$ cat src/rtl/i2sc_defines.vh
// constants for the i2c master start/collision sequencer
`ifndef I2SC_DEFINES_VH
`define I2SC_DEFINES_VH
`define I2SC_RELOAD_W 7
`define I2SC_RELOAD_RST 7'h00
`endif

$ cat src/rtl/i2sc_master.v
// i2c master sequencer: start, repeated start, stop, clock arbitration, collision
// Operation
// - counter pauses while released scl stays low
// - scl seen high reloads counter, counting resumes
// - byte or address match wakes sleeping core
// - reset or enable low aborts transfer
// - bus already low at start: collision, idle
// - start counts from sda high; scl low collides
// - sda low during first count: drive early
// - second count ignores scl low, then scl low
// - repeated start: sda low at scl high collides
// - sda falling before expiry is no collision
// - scl falling before sda driven collides
// - both high at timeout: drive sda, count, scl
`timescale 1ns/100ps
`include "i2sc_defines.vh"
module i2sc_master #(
  parameter RW = `I2SC_RELOAD_W
) (
  input wire mclk_i,
  input wire rst_i,
  input wire enable_i,
  input wire [RW-1:0] baud_reload_value_i,
  input wire start_req_i,
  input wire rstart_req_i,
  input wire stop_req_i,
  input wire scl_rel_i,
  input wire sda_rel_i,
  input wire sleep_i,
  input wire irq_en_i,
  input wire byte_done_i,
  input wire addr_match_i,
  input wire bus_flag_clr_i,
  input wire scl_i,
  input wire sda_i,
  output reg scl_o,
  output reg scl_oe_o,
  output reg sda_o,
  output reg sda_oe_o,
  output reg bus_collision_flag_o,
  output reg busy_o,
  output reg done_o,
  output reg wake_o
);
  // =====================================================
  // pin synchronisers
  reg scl_m_ff, scl_s_ff, sda_m_ff, sda_s_ff;
  always @(posedge mclk_i) begin
    if (rst_i) begin
      scl_m_ff <= 1'b1;
      scl_s_ff <= 1'b1;
      sda_m_ff <= 1'b1;
      sda_s_ff <= 1'b1;
    end else begin
      scl_m_ff <= scl_i;
      scl_s_ff <= scl_m_ff;
      sda_m_ff <= sda_i;
      sda_s_ff <= sda_m_ff;
    end
  end
  // =====================================================
  // state and drive
  localparam [3:0] ST_IDLE = 4'h0;
  localparam [3:0] ST_S_CHK = 4'h1;
  localparam [3:0] ST_S_CNT1 = 4'h2;
  localparam [3:0] ST_S_CNT2 = 4'h3;
  localparam [3:0] ST_R_CNT1 = 4'h4;
  localparam [3:0] ST_R_SCLW = 4'h5;
  localparam [3:0] ST_R_CNT2 = 4'h6;
  localparam [3:0] ST_R_CNT3 = 4'h7;
  localparam [3:0] ST_P_CNT1 = 4'h9;
  localparam [3:0] ST_P_SCLW = 4'ha;
  localparam [3:0] ST_P_CNT2 = 4'hb;
  reg [3:0] st_ff, nxt_st;
  reg scl_dr_ff, nxt_scl_dr, sda_dr_ff, nxt_sda_dr;
  reg load, run, coll, fin;
  wire tz;
  i2sc_tick #(.W(RW)) u_tick (
    .mclk_i(mclk_i),
    .rst_i(rst_i),
    .load_i(load),
    .run_i(run),
    .reload_i(baud_reload_value_i),
    .zero_o(tz)
  );
  always @* begin
    nxt_st = st_ff;
    nxt_scl_dr = scl_dr_ff;
    nxt_sda_dr = sda_dr_ff;
    load = 1'b0;
    run = 1'b0;
    coll = 1'b0;
    fin = 1'b0;
    case (st_ff)
      ST_IDLE: begin
        if (enable_i && start_req_i) begin
          nxt_st = ST_S_CHK;
        end else if (enable_i && rstart_req_i) begin
          nxt_scl_dr = 1'b1;
          nxt_sda_dr = 1'b0;
          load = 1'b1;
          nxt_st = ST_R_CNT1;
        end else if (enable_i && stop_req_i) begin
          nxt_scl_dr = 1'b1;
          nxt_sda_dr = 1'b1;
          load = 1'b1;
          nxt_st = ST_P_CNT1;
        end
      end
      ST_S_CHK: begin
        if (!sda_s_ff || !scl_s_ff) begin
          coll = 1'b1;
        end else begin
          load = 1'b1;
          nxt_st = ST_S_CNT1;
        end
      end
      ST_S_CNT1: begin
        run = 1'b1;
        if (!scl_s_ff && sda_s_ff) begin
          coll = 1'b1;
        end else if (!sda_s_ff || tz) begin
          // early drive on sda low keeps both starting masters in step
          nxt_sda_dr = 1'b1;
          load = 1'b1;
          nxt_st = ST_S_CNT2;
        end
      end
      ST_S_CNT2: begin
        run = 1'b1;
        if (tz) begin
          nxt_scl_dr = 1'b1;
          fin = 1'b1;
        end
      end
      ST_R_CNT1: begin
        run = 1'b1;
        if (tz) begin
          nxt_scl_dr = 1'b0;
          nxt_st = ST_R_SCLW;
        end
      end
      ST_R_SCLW: begin
        if (scl_s_ff) begin
          if (!sda_s_ff) begin
            coll = 1'b1;
          end else begin
            load = 1'b1;
            nxt_st = ST_R_CNT2;
          end
        end
      end
      ST_R_CNT2: begin
        run = 1'b1;
        if (!scl_s_ff && sda_s_ff) begin
          coll = 1'b1;
        end else if (tz && scl_s_ff && sda_s_ff) begin
          nxt_sda_dr = 1'b1;
          load = 1'b1;
          nxt_st = ST_R_CNT3;
        end else if (!sda_s_ff && (tz || !scl_s_ff)) begin
          // another master already pulled sda: same start, keep going
          nxt_sda_dr = 1'b1;
          load = 1'b1;
          nxt_st = ST_R_CNT3;
        end
      end
      ST_R_CNT3: begin
        run = 1'b1;
        if (tz) begin
          nxt_scl_dr = 1'b1;
          fin = 1'b1;
        end
      end
      ST_P_CNT1: begin
        // both lines held low for a full count first, so the release below
        // starts from a known low scl and a stale high sample cannot slip in
        run = 1'b1;
        if (tz) begin
          nxt_scl_dr = 1'b0;
          nxt_st = ST_P_SCLW;
        end
      end
      ST_P_SCLW: begin
        // hold the counter until released scl is really high
        if (scl_s_ff) begin
          load = 1'b1;
          nxt_st = ST_P_CNT2;
        end
      end
      ST_P_CNT2: begin
        run = 1'b1;
        if (tz) begin
          nxt_sda_dr = 1'b0;
          fin = 1'b1;
        end
      end
      default: begin
        nxt_st = ST_IDLE;
      end
    endcase
    if (coll) begin
      nxt_st = ST_IDLE;
      nxt_scl_dr = 1'b0;
      nxt_sda_dr = 1'b0;
    end else if (fin) begin
      // start and repeated start leave the bus held for the byte engine that follows; stop ends with both lines released
      nxt_st = ST_IDLE;
    end
    if (!enable_i) begin
      nxt_st = ST_IDLE;
      nxt_scl_dr = 1'b0;
      nxt_sda_dr = 1'b0;
    end
  end
  always @(posedge mclk_i) begin
    if (rst_i) begin
      st_ff <= ST_IDLE;
      scl_dr_ff <= 1'b0;
      sda_dr_ff <= 1'b0;
      scl_oe_o <= 1'b0;
      sda_oe_o <= 1'b0;
      scl_o <= 1'b0;
      sda_o <= 1'b0;
      bus_collision_flag_o <= 1'b0;
      busy_o <= 1'b0;
      done_o <= 1'b0;
      wake_o <= 1'b0;
    end else begin
      st_ff <= nxt_st;
      scl_dr_ff <= nxt_scl_dr;
      sda_dr_ff <= nxt_sda_dr;
      scl_oe_o <= nxt_scl_dr;
      sda_oe_o <= nxt_sda_dr;
      scl_o <= 1'b0;
      sda_o <= 1'b0;
      // set wins over clear
      if (coll) begin
        bus_collision_flag_o <= 1'b1;
      end else if (bus_flag_clr_i) begin
        bus_collision_flag_o <= 1'b0;
      end
      busy_o <= (nxt_st != ST_IDLE);
      done_o <= fin && !coll && enable_i;
      wake_o <= enable_i && sleep_i && irq_en_i && (byte_done_i || addr_match_i);
    end
  end
endmodule

$ cat src/rtl/i2sc_tick.v
// baud tick counter: down-counter reloaded from the 7-bit reload value
`timescale 1ns/100ps
`include "i2sc_defines.vh"
module i2sc_tick #(
  parameter W = `I2SC_RELOAD_W
) (
  input wire mclk_i,
  input wire rst_i,
  input wire load_i,
  input wire run_i,
  input wire [W-1:0] reload_i,
  output wire zero_o
);
  reg [W-1:0] cnt_ff;
  reg [W-1:0] nxt_cnt;
  always @* begin
    nxt_cnt = cnt_ff;
    if (load_i) begin
      nxt_cnt = reload_i;
    end else if (run_i && cnt_ff != {W{1'b0}}) begin
      nxt_cnt = cnt_ff - {{(W-1){1'b0}}, 1'b1};
    end
  end
  always @(posedge mclk_i) begin
    if (rst_i) begin
      cnt_ff <= {W{1'b0}};
    end else begin
      cnt_ff <= nxt_cnt;
    end
  end
  assign zero_o = (cnt_ff == {W{1'b0}});
endmodule

$ cat config.mk
export PLATFORM = sky130hd
export DESIGN_NAME = i2sc_master
export DESIGN_NICKNAME = d
export VERILOG_FILES = /design/src/rtl/i2sc_master.v /design/src/rtl/i2sc_tick.v
export VERILOG_INCLUDE_DIRS = /design/src /design/src/rtl
export SDC_FILE = /design/constraint.sdc
export NUM_CORES = 1
export LEC_CHECK = 0
export BUFFER_PORTS_ARGS = -buffer_cell sky130_fd_sc_hd__buf_4
export CELL_PAD_IN_SITES_DETAIL_PLACEMENT = 0
export CELL_PAD_IN_SITES_GLOBAL_PLACEMENT = 1
export CORE_ASPECT_RATIO = 1.25
export CORE_MARGIN = 8
export CORE_UTILIZATION = 39
export DETAILED_ROUTE_END_ITERATION = 10
export PLACE_DENSITY = 0.78
export SYNTH_ARGS = -nofsm -noshare
export SYNTH_HDL_FRONTEND = slang
export SYNTH_SLANG_ARGS = --single-unit
$ cat constraint.sdc
create_clock -name mclk_i -period 2.35 [get_ports mclk_i]
set_input_delay 0.235 -clock mclk_i [delete_from_list [all_inputs] [get_ports mclk_i]]
set_output_delay 0.235 -clock mclk_i [all_outputs]
set_load 0.005 [all_outputs]
==> flow_metrics.env, run 1 <==
export IMPL_reg2reg_to="st_ff[2]$_SDFF_PP0_"
export IMPL_die_area_um2=5490
export IMPL_pin_count=30
export IMPL_row_count=23
export IMPL_area_growth_pct=16.3
export IMPL_ys_flop_type="dfxtp_1"
export IMPL_grt_use_total_pct=12.5
export IMPL_htreeDepth=1
export IMPL_crit_type="reg2reg"
export IMPL_netlist_area_leader_share_pct=32.1
export IMPL_worstSetupStartpointType="flip-flop"
export IMPL_dp_hpwl_mm=2.56
export IMPL_power_density_nw_per_um2=575
export IMPL_drv_slew=0
export IMPL_clockBufferDepth=2
export IMPL_fp_dieH_um=80.8
export IMPL_multi_input_area_um2=802
export IMPL_yosysTopAreaCell="dfxtp_1"
export IMPL_p_leak_nw=0.610
export IMPL_cts_sinks=21
export IMPL_critPathSlowestCell="nor4b_4"
export IMPL_drt_total_wl_mm=3.30
export IMPL_grt_antenna_before_repair=0
export IMPL_vias=1241
export IMPL_drive_gt1_share_pct=25.6
export IMPL_ctsResizeCount=0
export IMPL_final_nets=204
export IMPL_maxCapViolCount=0
export IMPL_dr_pass1_iters=4
export IMPL_design_core_area_um2=3220
export IMPL_path_cells="inv_1, ha_1, nor4b_4, and2_2, nand2_1, o2111ai_1, nor3_1"
export IMPL_synth_edf_count=0
export IMPL_synth_seq_cells=21
export IMPL_critPathArrivalTime_ns=2.18
export IMPL_cp_max_fo=9
export IMPL_finClkSkew_ns=0.00428
export IMPL_ir_worst_vdd_uv=343
export IMPL_min_period_ns=2.04
export IMPL_syn_area_um2=1310
export IMPL_route_top_layer_used="met4"
export IMPL_reg2regPathDepth=7
export IMPL_fillers=331
export IMPL_clkTransAtPathRegs_ns=0.08
export IMPL_seq_area_um2=420
export IMPL_synth_area_top_cells="dfxtp_1, a21oi_1, nor2_1"
export IMPL_r2r_start="u_tick.cnt_ff[0]$_SDFFE_PP0P_"
export IMPL_finalSetupTns_ns=0
export IMPL_endpoint_kind="flip-flop"
export IMPL_grt_max_degree=18
export IMPL_grt_pass1_vias=1198
export IMPL_cts_tree="yes"
export IMPL_root_buffer="clkbuf_8"
export IMPL_grt_pass1_wl_mm=5.44
export IMPL_async_flop_share_pct=0
export IMPL_m1WireLength_mm=1.39
export IMPL_synth_cells=160
export IMPL_cp_required_ns=2.49
export IMPL_synth_area_per_cell_um2=8.20
export IMPL_crit_path_start="u_tick.cnt_ff[0]$_SDFFE_PP0P_"
export IMPL_slew_headroom_pct=65.8
export IMPL_clk_latency_ns=0.26
export IMPL_fmax_mhz=490
export IMPL_hold_violations=0
export IMPL_grt_setup_unrepaired="no"
export IMPL_cts_hold_buffers=0
export IMPL_ys_seq_area_share_pct=32.1
export IMPL_start_util_pct=40.7
export IMPL_port_buffers=25
export IMPL_die_w_um=67.9
export IMPL_drc=0
export IMPL_gp_congestion=0.804
export IMPL_drtAntennaViolNets=0
export IMPL_wl_met2_mm=1.68
export IMPL_rrSetupSlack_ns=0.31
export IMPL_max_stage_delay_ns=0.45
export IMPL_via_per_inst=5.72
export IMPL_fin_util_pct=47.3
export IMPL_crit_end="st_ff[2]$_SDFF_PP0_"
export IMPL_drtIter0Drc=57
export IMPL_diodes=0
export IMPL_post_drt_wl_per_cell_um=15.2
export IMPL_outcome="finished clean"
export IMPL_numCtsBuffers=3
export IMPL_yosys_warnings=0
export IMPL_overflow=0
export IMPL_worst_pin_slew_ns=0.512
export IMPL_post_route_period_util_pct=86.9
export IMPL_wl_met3_um=163
export IMPL_post_cts_buffers=0
export IMPL_synthDistinctLibCells=53
export IMPL_hold_class="in2reg"
export IMPL_finalSetupViolCount=0
==> synth_stat cells, types with 2 or more instances <==
cell and instances:
nor4b_1 2, nor2b_1 6, and4_2 2, nor2_1 13, clkbuf_1 3, buf_4 2
nand3_1 3, nand2b_1 2, o21ai_0 9, dfxtp_1 21, o211ai_1 2, inv_1 5
mux2i_1 2, nor3_1 5, nor4_1 2, nand2_1 6, or2_2 6, a21o_1 2
nand4_1 2, a21oi_1 18, a211oi_1 6, nand3b_1 2, o31ai_1 2, o211a_1 2
buf_6 3, a31oi_1 2, buf_2 2, xor2_1 3
==> critical path, delay by kind of cell (launching register included) <==
kind / cells / cell delay [ns]
flops: 1 / 0.33
simple gates: 4 / 0.87
compound gates: 1 / 0.42
buf+inv: 1 / 0.09
fa+ha+maj: 1 / 0.21
==> cells by family (layout without fill, tap and decap cells) <==
group | count (synthesis) | count (layout) | synth area share (%)
compound gates | 54 | 54 | 27.5
xor+xnor | 4 | 4 | 2.67
fa+ha+maj | 1 | 1 | 0.954
buf+inv | 16 | 35 | 7.06
flops | 21 | 21 | 32.1
mux | 2 | 2 | 1.53
other cells | 1 | 2 | 0.286
simple gates | 61 | 61 | 28.0
==> metrics by stage <==
step           hold slack, ns  setup WS [ns]  std cells  total power (W)  instance area (um^2)
3_3_place_gp            0.393          0.319        213         0.000639                  1480
3_5_place_dp            0.393          0.292        213         0.000643                  1480
4_1_cts                 0.148          0.261        217         0.000881                  1530
5_1_grt                 0.138         0.0463        217         0.000930                  1530
2_1_floorplan           0.339          0.619        161         0.000581                  1320
6_report                0.148          0.308        217         0.000877                  1530
==> registers in the layout, summed over array words and instances, names as in the netlist <==
name	count
scl_s_ff	1
u_tick.cnt_ff	7
sda_s_ff	1
wake_o	1
sda_m_ff	1
sda_dr_ff	1
done_o	1
busy_o	1
scl_dr_ff	1
scl_m_ff	1
bus_collision_flag_o	1
st_ff	4
==> worst min path at each step <==
stage                     slack, ns                 from             endpoint  cells after the start
after floorplan                0.34                scl_i  scl_m_ff$_SDFF_PP1_                      1
after global placement         0.39  sda_m_ff$_SDFF_PP1_  sda_s_ff$_SDFF_PP1_                      1
after detailed placement       0.39  sda_m_ff$_SDFF_PP1_  sda_s_ff$_SDFF_PP1_                      1
after CTS                      0.15                sda_i  sda_m_ff$_SDFF_PP1_                      2
after global routing           0.14                sda_i  sda_m_ff$_SDFF_PP1_                      2
final                          0.15                scl_i  scl_m_ff$_SDFF_PP1_                      2
==> area by class of cell <==
class	count	area share, %
Inverter	6	1.48
Clock buffer	3	2.71
Sequential cell	21	27.6
Timing Repair Buffer	25	12.3
Tap cell	37	3.04
Multi-Input combinational cell	124	52.6
Clock inverter	1	0.328
==> cell usage in the layout (no fill, tap or decap), types with 3 or more instances in the layout <==
master / synthesis / routed
buf_4: 2 / 25
nor2b_1: 6 / 6
clkbuf_8: 0 / 3
nor2_1: 13 / 13
nand3_1: 3 / 3
inv_1: 5 / 5
nand2_1: 6 / 6
xor2_1: 3 / 3
a21oi_1: 18 / 18
or2_2: 6 / 6
o21ai_0: 9 / 9
dfxtp_1: 21 / 21
a211oi_1: 6 / 6
nor3_1: 5 / 5
==> report_power, final <==
group	internal (W)	switching, W
clock network	0.000118	0.000126
registers	0.000378	0.0000304
logic	0.000111	0.000113
total	0.000608	0.000269
==> routing by layer <==
| metal | vias to the layer above | track usage, % |
|---|---|---|
| met5 | - | 0 |
| met4 | 0 | 4.72 |
| met3 | 8 | 3.03 |
| met2 | 36 | 22.3 |
| met1 | 570 | 13.9 |
| li1 | 627 | - |
Note: power is estimated with default switching activity, not from simulation.
==> run 2, diff against run 1 <==
--- a/config.mk
+++ b/config.mk
@@ -7,12 +7,13 @@
 export NUM_CORES = 1
 export LEC_CHECK = 0
-export BUFFER_PORTS_ARGS = -buffer_cell sky130_fd_sc_hd__buf_4
 export CELL_PAD_IN_SITES_DETAIL_PLACEMENT = 0
 export CELL_PAD_IN_SITES_GLOBAL_PLACEMENT = 1
 export CORE_ASPECT_RATIO = 1.25
 export CORE_MARGIN = 8
-export CORE_UTILIZATION = 39
+export CORE_UTILIZATION = 45
 export DETAILED_ROUTE_END_ITERATION = 10
-export PLACE_DENSITY = 0.78
+export DONT_BUFFER_PORTS = 1
+export PLACE_DENSITY = 0.76
+export RECOVER_POWER = 50
 export SYNTH_ARGS = -nofsm -noshare
 export SYNTH_HDL_FRONTEND = slang
==> constraint.sdc (replaced) <==
create_clock -name mclk_i -period 2.35 [get_ports mclk_i]
set_input_delay 0.47 -clock mclk_i [delete_from_list [all_inputs] [get_ports mclk_i]]
set_output_delay 0.47 -clock mclk_i [all_outputs]
set_load 0.005 [all_outputs]
==> run 2 against run 1 <==
Compared with the run above:
- fmax down 2.0%
- core utilization down 0.77 points
- global-route usage up 1.0 points
- non-clock buffer count down 23
- largest power group unchanged
- die area down 11%
- first-iteration DRC count up 7.0%
==> flow_metrics.env, run 2 (synthesis gave the netlist of run 1 again) <==
export IMPL_outcome="finished clean"
export IMPL_area_growth_pct=1.62
export IMPL_worst_pin_slew_ns=0.525
export IMPL_slew_headroom_pct=65.0
export IMPL_drtAntennaViolNets=0
export IMPL_fin_hold_ws_ns=0.202
export IMPL_min_period_ns=2.08
export IMPL_cts_hold_buffers=0
export IMPL_grt_max_degree=17
export IMPL_finalSetupTns_ns=0
export IMPL_layout_commonest_cell="dfxtp_1"
export IMPL_clockBufferDepth=2
export IMPL_endpoint_kind="flip-flop"
export IMPL_cts_sinks=21
export IMPL_p_total_w=0.000791
export IMPL_overflow=0
export IMPL_htreeDepth=1
export IMPL_critPathArrivalTime_ns=2.28
export IMPL_drive_gt1_share_pct=14.6
export IMPL_post_drt_wl_per_cell_um=16.8
export IMPL_grt_antenna_before_repair=0
export IMPL_post_cts_buffers=0
export IMPL_fp_dieH_um=76.4
export IMPL_cp_required_ns=2.55
export IMPL_final_nets=181
export IMPL_largest_register="u_tick.cnt_ff"
export IMPL_pin_count=30
export IMPL_fmax_mhz=480
export IMPL_multi_input_area_um2=802
export IMPL_die_area_um2=4910
export IMPL_fillers=299
export IMPL_clk_latency_ns=0.32
export IMPL_numCtsBuffers=3
export IMPL_diodes=0
export IMPL_hold_class="in2reg"
export IMPL_design_core_area_um2=2860
export IMPL_finalSetupViolCount=0
export IMPL_die_w_um=64.3
export IMPL_drtIter0Drc=61
export IMPL_grt_setup_unrepaired="no"
export IMPL_start_util_pct=45.8
export IMPL_grt_use_total_pct=13.5
export IMPL_dr_pass1_iters=4
export IMPL_via_per_inst=6.05
export IMPL_clkTransAtPathRegs_ns=0.13
export IMPL_dp_hpwl_mm=2.53
export IMPL_grt_pass1_wl_mm=5.42
export IMPL_ctsResizeCount=0
export IMPL_drv_slew=0
export IMPL_largest_register_ffs=7
export IMPL_port_buffers=0
export IMPL_grt_pass1_vias=1160
export IMPL_p_leak_nw=0.490
export IMPL_maxCapViolCount=0
export IMPL_cts_tree="yes"
export IMPL_hold_violations=0
export IMPL_cp_max_fo=9
export IMPL_drc=0
export IMPL_worstSetupStartpointType="flip-flop"
export IMPL_row_count=22
export IMPL_crit_type="reg2reg"
export IMPL_post_route_period_util_pct=88.7
export IMPL_power_density_nw_per_um2=593
export IMPL_finClkSkew_ns=0.00425
export IMPL_seq_area_um2=420
export IMPL_gp_congestion=0.820
export IMPL_top_regs="u_tick.cnt_ff x7, st_ff x4"
export IMPL_ir_worst_vdd_uv=388
export IMPL_final_cell_mix="dfxtp_1, a21oi_1, nor2_1, o21ai_0"
export IMPL_root_buffer="clkbuf_4"
export IMPL_vias=1168
export IMPL_drt_total_wl_mm=3.25
[run 2: area by class of cell]
type | instances | share of cell area (%)
Inverter | 6 | 1.69
Clock buffer | 3 | 1.69
Multi-Input combinational cell | 124 | 60.2
Tap cell | 36 | 3.38
Sequential cell | 21 | 31.5
Timing Repair Buffer | 2 | 1.13
Clock inverter | 1 | 0.376
[run 2: final timing paths]
kind	startpoint	to	slack [ns]	cells past startpoint
max	u_tick.cnt_ff[0]$_SDFFE_PP0P_	st_ff[2]$_SDFF_PP0_	0.27	7
min reg2reg	scl_m_ff$_SDFF_PP1_	scl_s_ff$_SDFF_PP1_	0.43	1
max reg2reg	u_tick.cnt_ff[0]$_SDFFE_PP0P_	st_ff[2]$_SDFF_PP0_	0.27	7
min	rst_i	u_tick.cnt_ff[2]$_SDFFE_PP0P_	0.20	1
[run 2: metrics by stage]
step                instance area [um^2]  util, %  std cells  setup slack [ns]
floorplan                           1320        -        161             0.551
global placement                    1310     45.6        189             0.306
detailed placement                  1310     45.6        189             0.293
CTS                                 1330     46.5        193             0.270
global route                        1330     46.5        193            0.0527
finish                              1330     46.5        193             0.267
[run 2: worst max-delay path, stage by stage (launching register included)]
cell       delay (ns)
dfxtp_1          0.35
inv_1            0.10
ha_1             0.21
nor4b_4          0.46
and2_2           0.26
nand2_1          0.08
o2111ai_1        0.41
nor3_1           0.09
[run 2: metal layers]
metal / vias to the layer above / share of wire [%] / global-route usage [%] / routed length (um)
met2: 29 / 53 / 23.6 / 1730
met1: 548 / 40 / 14.6 / 1310
met3: 6 / 4.3 / 3.09 / 140
met5: - / 0 / 0 / 0
li1: 585 / - / - / -
met4: 0 / 2.0 / 6.78 / 64
[run 2: power by group]
group / total [W] / leakage (nW) / switching, W / internal (W)
registers: 0.000409 / 0.172 / 0.0000299 / 0.000379
logic: 0.000197 / 0.300 / 0.000108 / 0.0000898
clock network: 0.000185 / 0.0177 / 0.000121 / 0.0000638
